## config.mk

```make
export PLATFORM = sky130hd
export DESIGN_NAME = solc_regs
export DESIGN_NICKNAME = d
export VERILOG_FILES = /design/src/verilog/solc_pkg.sv /design/src/verilog/solc_pow2.sv /design/src/verilog/solc_regs.sv
export SDC_FILE = /design/constraint.sdc
export NUM_CORES = 1
export LEC_CHECK = 0
export BUFFER_PORTS_ARGS = -buffer_cell sky130_fd_sc_hd__buf_4
export CAP_MARGIN = 15
export CORE_UTILIZATION = 45
export DETAILED_ROUTE_END_ITERATION = 8
export GPL_ROUTABILITY_DRIVEN = 0
export HOLD_SLACK_MARGIN = 0.12
export PLACE_DENSITY = 0.71
export SLEW_MARGIN = 5
export SYNTH_ARGS = -nofsm -noshare
export SYNTH_HDL_FRONTEND = slang
export SYNTH_SLANG_ARGS = --single-unit
```

## constraint.sdc

```tcl
create_clock -name mclk -period 3 [get_ports mclk]
set_input_delay 0.3 -clock mclk [delete_from_list [all_inputs] [get_ports mclk]]
set_output_delay 0.3 -clock mclk [all_outputs]
set_load 0.1 [all_outputs]
```

## src/verilog/solc_pkg.sv

```systemverilog
// constants, field layouts and carrier types of the serial output link register bank
// assumes one 100 MHz clock and a plain strobe register port
package solc_pkg;
    localparam int ADDR_W = 12;
    localparam int DATA_W = 8;
    localparam logic [11:0] OFS_OVR_CLEAR = 12'h0562;
    localparam logic [11:0] OFS_OVR_STATUS = 12'h0563;
    localparam logic [11:0] OFS_ORDER = 12'h0564;
    localparam logic [11:0] OFS_RATE_BAND = 12'h056e;
    localparam logic [11:0] OFS_PLL_LOCK = 12'h056f;
    localparam logic [11:0] OFS_QUICK = 12'h0570;
    localparam logic [11:0] OFS_IRQ_MASK = 12'h05f0;
    localparam int ORDER_SWAP_BIT = 0;
    localparam int RATE_BAND_BIT = 4;
    localparam int PLL_LOCK_BIT = 7;
    localparam int QK_LANE_LSB = 6;
    localparam int QK_CONV_LSB = 3;
    localparam int QK_OCT_LSB = 0;
    localparam logic [7:0] RST_OVR = 8'h00;
    localparam logic [7:0] RST_ORDER = 8'h00;
    localparam logic [7:0] RST_RATE_BAND = 8'h00;
    localparam logic [7:0] RST_QUICK = 8'h88;
    localparam logic [7:0] RST_MASK = 8'h00;
    localparam logic [7:0] RD_UNMAPPED = 8'h00;

    typedef struct packed {
        logic [11:0] addr;
        logic [7:0] wdata;
        logic wr;
        logic rd;
    } solc_bus_t;

    typedef struct packed {
        logic [3:0] lanes;
        logic [7:0] converters;
        logic [7:0] octets;
    } solc_link_t;
endpackage

```

## src/verilog/solc_pow2.sv

```systemverilog
// two to the power of a small field, one-hot result
// assumes field value below result width
`timescale 1ns/10ps
`default_nettype none
module solc_pow2 #(
    parameter int IN_W = 3,
    parameter int OUT_W = 8
) (
    input wire logic [IN_W-1:0] exponent,
    output logic [OUT_W-1:0] power
);
    always_comb begin
        power = '0;
        power[exponent] = 1'b1;
    end
endmodule
`default_nettype wire

```

## src/verilog/solc_regs.sv

```systemverilog
// register bank for over-range flags, channel order, lane rate band, lock and quick link setup
// assumes synchronous inputs, a one-cycle strobe master and read data taken the cycle after
//
// Strobed register access was chosen for this implementation.
`timescale 1ns/10ps
`default_nettype none
module solc_regs
    import solc_pkg::*;
#(
    parameter int NUM_VC = 8
) (
    input wire logic mclk,
    input wire logic nrst,
    input wire logic [ADDR_W-1:0] addr,
    input wire logic [DATA_W-1:0] wdata,
    input wire logic wr,
    input wire logic rd,
    output logic [DATA_W-1:0] rdata,
    input wire logic [NUM_VC-1:0] ovr_event,
    input wire logic pll_locked,
    input wire logic [13:0] chan_a_in,
    input wire logic [13:0] chan_b_in,
    output logic [13:0] chan_a_out,
    output logic [13:0] chan_b_out,
    output logic rate_band_low,
    output solc_link_t link_cfg,
    output logic irq
);
    typedef struct packed {
        logic [7:0] ovr;
        logic [7:0] mask;
        logic swap;
        logic band;
        logic lock;
        logic [7:0] quick;
        logic [7:0] rdata;
        logic [13:0] a_out;
        logic [13:0] b_out;
        solc_link_t link;
        logic irq;
    } solc_state_t;

    solc_state_t st;
    solc_state_t next_st;
    solc_bus_t bus;
    logic [3:0] lanes_w;
    logic [7:0] conv_w;
    logic [7:0] oct_w;
    logic [7:0] next_quick_w;

    function automatic logic hit(input logic [11:0] a, input logic [11:0] ofs);
        hit = (a == ofs);
    endfunction

    assign bus = '{addr: addr, wdata: wdata, wr: wr, rd: rd};

    // decode counts from the value about to be registered
    solc_pow2 #(.IN_W(2), .OUT_W(4)) u_lanes (
        .exponent(next_quick_w[QK_LANE_LSB +: 2]),
        .power(lanes_w)
    );
    solc_pow2 #(.IN_W(3), .OUT_W(8)) u_conv (
        .exponent(next_quick_w[QK_CONV_LSB +: 3]),
        .power(conv_w)
    );
    solc_pow2 #(.IN_W(3), .OUT_W(8)) u_oct (
        .exponent(next_quick_w[QK_OCT_LSB +: 3]),
        .power(oct_w)
    );

    assign next_quick_w = (bus.wr && hit(bus.addr, OFS_QUICK)) ? bus.wdata : st.quick;

    always_comb begin
        logic [7:0] clr;
        clr = '0;
        next_st = st;
        next_st.lock = pll_locked;
        if (bus.wr && hit(bus.addr, OFS_OVR_CLEAR)) begin
            clr = bus.wdata;
        end
        // set wins over clear
        next_st.ovr = (st.ovr & ~clr) | 8'(ovr_event);
        if (bus.wr) begin
            if (hit(bus.addr, OFS_ORDER)) begin
                next_st.swap = bus.wdata[ORDER_SWAP_BIT];
            end
            if (hit(bus.addr, OFS_RATE_BAND)) begin
                next_st.band = bus.wdata[RATE_BAND_BIT];
            end
            if (hit(bus.addr, OFS_IRQ_MASK)) begin
                next_st.mask = bus.wdata;
            end
        end
        next_st.quick = next_quick_w;
        next_st.link = '{lanes: lanes_w, converters: conv_w, octets: oct_w};
        next_st.a_out = st.swap ? chan_b_in : chan_a_in;
        next_st.b_out = st.swap ? chan_a_in : chan_b_in;
        next_st.irq = |(next_st.ovr & next_st.mask);
        next_st.rdata = RD_UNMAPPED;
        if (bus.rd) begin
            case (1'b1)
                hit(bus.addr, OFS_OVR_STATUS): next_st.rdata = st.ovr;
                hit(bus.addr, OFS_ORDER): next_st.rdata = {7'h00, st.swap};
                hit(bus.addr, OFS_RATE_BAND): next_st.rdata = {3'h0, st.band, 4'h0};
                hit(bus.addr, OFS_PLL_LOCK): next_st.rdata = {st.lock, 7'h00};
                hit(bus.addr, OFS_QUICK): next_st.rdata = st.quick;
                hit(bus.addr, OFS_IRQ_MASK): next_st.rdata = st.mask;
                default: next_st.rdata = RD_UNMAPPED;
            endcase
        end
    end

    always_ff @(posedge mclk or negedge nrst) begin
        if (!nrst) begin
            st <= '{ovr: RST_OVR, mask: RST_MASK, swap: RST_ORDER[0], band: RST_RATE_BAND[RATE_BAND_BIT],
                     lock: 1'b0, quick: RST_QUICK, rdata: 8'h00, a_out: 14'h0000, b_out: 14'h0000,
                     link: '{lanes: 4'h4, converters: 8'h02, octets: 8'h01}, irq: 1'b0};
        end else begin
            st <= next_st;
        end
    end

    assign rdata = st.rdata;
    assign chan_a_out = st.a_out;
    assign chan_b_out = st.b_out;
    assign rate_band_low = st.band;
    assign link_cfg = st.link;
    assign irq = st.irq;
endmodule
`default_nettype wire
```

==> results.md <==
Floorplanning:
- The overall die width is 96.9 microns.
- The full die area is 9390 sq um.
- The initialized floorplan defines 34 standard-cell rows.
- For this configuration, the core starts out at a cell density of 46.5%.
- During I/O placement, the number of pins put on the boundary was 119.
- The die is 96.9 microns tall.
- In this run the standard cell core region covers 8720 sq um.

Synth:
- After synthesis, the netlist uses 42 different library cells.
- The fraction of the yosys area taken by sequential cells is 52.0%.
- The total nets after synthesis is 409.
- Each instance of the synthesized netlist takes up on average ~12 sq um.
- The flip-flop and latch count after synthesis is 84.
- In the synthesized netlist the dominant register cell turns out to be sky130_fd_sc_hd__dfrtp_1.
- The mapped cell area is 4050 sq um.
- Counting flops with a built-in enable in the synthesized netlist gives 0.
- After synthesis, the largest area contributor takes up approximately half of total cell area.
- Yosys attributes the largest share of cell area to sky130_fd_sc_hd__dfrtp_1 49%, sky130_fd_sc_hd__buf_4 11%, sky130_fd_sc_hd__mux2_2 11%.
- Counting flops with an async set or reset pin after synthesis yields a share of 100%.
- The biggest area contributor in the post-synthesis netlist is sky130_fd_sc_hd__dfrtp_1.
- The cell count after synthesis is 348.
- During synthesis, Yosys emitted a total of 0 warnings.

Hold path:
- The startpoint of the lowest-slack hold path is wdata[2].
- The min-delay analysis places its worst path in the category input pin to flip-flop.

Setup path:
- In this design, the stage delay of the slowest critical-path cell is between 0.8 and 0.9 ns.
- Counting both buffers and inverters, the worst setup path holds a total of 1.
- The highest net fanout along the worst path is 33.
- The critical path goes through buf_4 > and4bb_1 > nand4_4 > or3b_1 > o41ai_1.
- The type of the worst setup path is input pin to flip-flop.
- The first element of the critical path is addr[11].
- Among all stages on the critical path, the largest delay is contributed by sky130_fd_sc_hd__or3b_1.
- The element type at the critical path start is an input pin.
- The family with the most delay on the worst path is simple AND/OR/NAND/NOR gates.
- The startpoint identified for the worst register-to-register timing path is st[67]$_DFFE_PN0P_.
- STA puts the critical path data arrival time at 2.33 ns.
- The endpoint kind of the worst setup timing path is a flip-flop.
- The required time reported for the critical path endpoint is approximately 3.2 ns.

Clock tree:
- Counting every sink on the clock net gives 84.
- The source-to-sink clock delay at the later pin of the worst-skew pair is 0.34 ns.
- The number of clock buffers inserted by TritonCTS is 9.
- The count of H-tree levels built during CTS is 3.
- After clock tree synthesis, the repair step resized 0 gates.
- The longest clock path from root to sink contains 2 buffers.
- CTS placed an instance of sky130_fd_sc_hd__clkbuf_8 at the clock tree root.
- The buffer count from post-CTS setup fixing is 0.
- After clock tree synthesis, the clock-pin slew on the worst setup and hold paths is 0.08 ns.
- TritonCTS built the clock tree.

Route:
- After detailed routing, the number of remaining DRC violations is 0.
- The number of vias in the routed layout is approximately 2.7k.
- The detailed-router iteration count before antenna repair is 4.
- The aggregate routed wire length is a little over 8000 microns.
- The average via count per standard cell is 5.21.
- The average wire length per cell after detail routing is about 16 microns.
- The count of nets left with antenna violations after detail routing is 0.
- In this run, the number of DRC markers left after iteration 0 of detailed routing was 127.

STA:
- The number of max-slew violations in the final report is 0.
- Setup repair after global routing left no endpoint under its margin.
- The share of the clock period used by the worst path is a little over two thirds.
- Setup violations remaining at the end of the flow were counted as 0.
- Headroom to the max-slew limit came out at 25.4%.
- The number of hold violations in the final report is 0.
- Derived from the worst setup path, the maximum achievable clock frequency is 0.475 GHz.
- At the pin with the least slew margin, the transition time is about 1.1 ns.
- The worst hold margin is between 0.15 and 0.2 ns.
- For the final database, setup skew stands at 0.00532 ns.
- Setup total negative slack on the finished layout was measured at 0 ns.
- The time the worst path needs with I/O delays and setup is between 2 and 2.5 ns.

Place:
- The final HPWL from detailed placement is 5650 microns.
- The post-detailed-placement cell area is about 4600 sq um.
- The count of buffers inserted at the top-level ports is 118.

GRT:
- The first global-routing pass estimated 13400 microns of wire.
- The final global-route overflow total is 0.
- The number of antenna violations at the first check in global routing is 0.
- Entering global routing, the biggest net connects 85 pins.
- The number of global-route vias before repair is about 2.8k.
- The aggregate global-route resource usage is 17.9%.

Final layout:
- The antenna diode count is 0.
- The area growth from synthesis to layout is 20.7%.
- The ratio of cells with drive above 1 in the final layout is 45.7%.
- The most frequent standard cell in the layout excluding fill and tap cells is sky130_fd_sc_hd__buf_4.
- Counting the fill cells in the layout gives between 700 and 800.
- The finished cells cover a little under 5000 sq um.
- After the last flow step, the layout net total stands at 467.
- The library cells used most frequently in the layout, excluding fill and tap cells, are 120 x sky130_fd_sc_hd__buf_4, 79 x sky130_fd_sc_hd__dfrtp_1, 38 x sky130_fd_sc_hd__mux2_2, 31 x sky130_fd_sc_hd__nand2_1, 11 x sky130_fd_sc_hd__nand4_1.
- Measured on the finished design, the core utilization comes to between 50% and 60%.

Job:
- The reported max-cap violation count is 0.

Power and ir drop:
- IR analysis of the VDD net gives a maximum drop of 215 uV.
- The total power consumption of the routed design is 2.56 mW.
- The power density relative to cell area is approximately 520 nW/um^2.
- The static leakage power is 2.29 nW.

Outcome:
- The flow ran to the end, and the final reports show no timing, DRC or antenna violations.
-- layout make-up --
type	count	area [sq um]	area share, %
sequential	84	2110	43.1
multi-input combinational	184	1420	29.0
timing repair buffer	123	948	19.4
clock buffer	12	145	2.97
tap	108	135	2.76
clock inverter	4	120	2.46
inverter	4	15.0	0.307
-- kinds of logic (layout without fill, tap and decap cells) --
kind of cell / after synthesis / after routing / share of synthesized area [%]
AO/OA/AOI/OAI: 39 / 39 / 7.75
flip-flops: 84 / 84 / 52.0
AND/OR/NAND/NOR: 99 / 99 / 14.6
multiplexers: 46 / 46 / 12.5
buffers and inverters: 80 / 143 / 13.1
-- through the flow --
| step | worst slack [ns] | cells |
|---|---|---|
| 2_1_floorplan | 1.23 | 348 |
| 3_3_place_gp | 0.606 | 500 |
| 3_5_place_dp | 0.531 | 500 |
| 5_1_grt | 0.747 | 519 |
| 4_1_cts | 0.903 | 517 |
| 6_report | 0.895 | 519 |
-- Yosys cell counts, types with 2 or more instances --
| library cell | n |
|---|---|
| sky130_fd_sc_hd__o22a_1 | 8 |
| sky130_fd_sc_hd__o21ai_0 | 4 |
| sky130_fd_sc_hd__mux2i_1 | 8 |
| sky130_fd_sc_hd__buf_2 | 7 |
| sky130_fd_sc_hd__clkbuf_1 | 6 |
| sky130_fd_sc_hd__buf_1 | 5 |
| sky130_fd_sc_hd__nand4_1 | 11 |
| sky130_fd_sc_hd__buf_4 | 57 |
| sky130_fd_sc_hd__and2_1 | 5 |
| sky130_fd_sc_hd__nor2b_1 | 5 |
| sky130_fd_sc_hd__nand2_1 | 31 |
| sky130_fd_sc_hd__or4b_2 | 4 |
| sky130_fd_sc_hd__nand2b_1 | 8 |
| sky130_fd_sc_hd__nor2_1 | 7 |
| sky130_fd_sc_hd__o31ai_1 | 4 |
| sky130_fd_sc_hd__mux2_2 | 38 |
| sky130_fd_sc_hd__nand4b_1 | 4 |
| sky130_fd_sc_hd__dfrtp_1 | 79 |
| sky130_fd_sc_hd__o41ai_1 | 5 |
| sky130_fd_sc_hd__a22oi_1 | 4 |
| sky130_fd_sc_hd__o21ai_1 | 4 |
| sky130_fd_sc_hd__a21oi_1 | 3 |
| sky130_fd_sc_hd__o41ai_2 | 3 |
| sky130_fd_sc_hd__dfstp_2 | 5 |
| sky130_fd_sc_hd__and4bb_1 | 2 |
| sky130_fd_sc_hd__nand3_1 | 6 |
| sky130_fd_sc_hd__nand3b_1 | 7 |
| sky130_fd_sc_hd__inv_1 | 4 |
-- routing by layer --
layer	track usage [%]	wire length (microns)	part of all wire, %
met1	23.9	3640	45
met3	3.61	404	5.0
met4	7.00	120	1.5
met2	28.8	3990	49
met5	0	0	0
-- timing repair --
action,CTS,global route
hold buffers,1,1
endpoints found under the setup margin,0,0
endpoints found under the hold margin,1,17
-- sequential cells by signal (all words and copies together), names as in the netlist --
register       count
chan_a_out        14
chan_b_out        14
irq                1
link_cfg          20
rate_band_low      1
rdata              8
st                26
-- worst paths after layout --
kind                                                end  slack [ns]  cells past startpoint
worst max register to register  chan_b_out[4]$_DFF_PN0_        1.36                      1
worst min-delay path              link_cfg[0]$_DFF_PN1_        0.17                      2
worst max-delay path              link_cfg[0]$_DFF_PN1_        0.90                      5
min in group asynchronous       chan_a_out[8]$_DFF_PN0_        0.40                      2
max in group asynchronous              st[64]$_DFF_PN1_        1.96                      3
worst min register to register         st[64]$_DFF_PN1_        0.51                      2
-- power breakdown --
| group | switching (mW) | internal (mW) |
|---|---|---|
| Combinational | 0.241 | 0.110 |
| Clock | 0.382 | 0.661 |
| Sequential | 0.00750 | 1.15 |
| Total | 0.631 | 1.92 |
No activity file was read; power rests on OpenSTA's default activity.
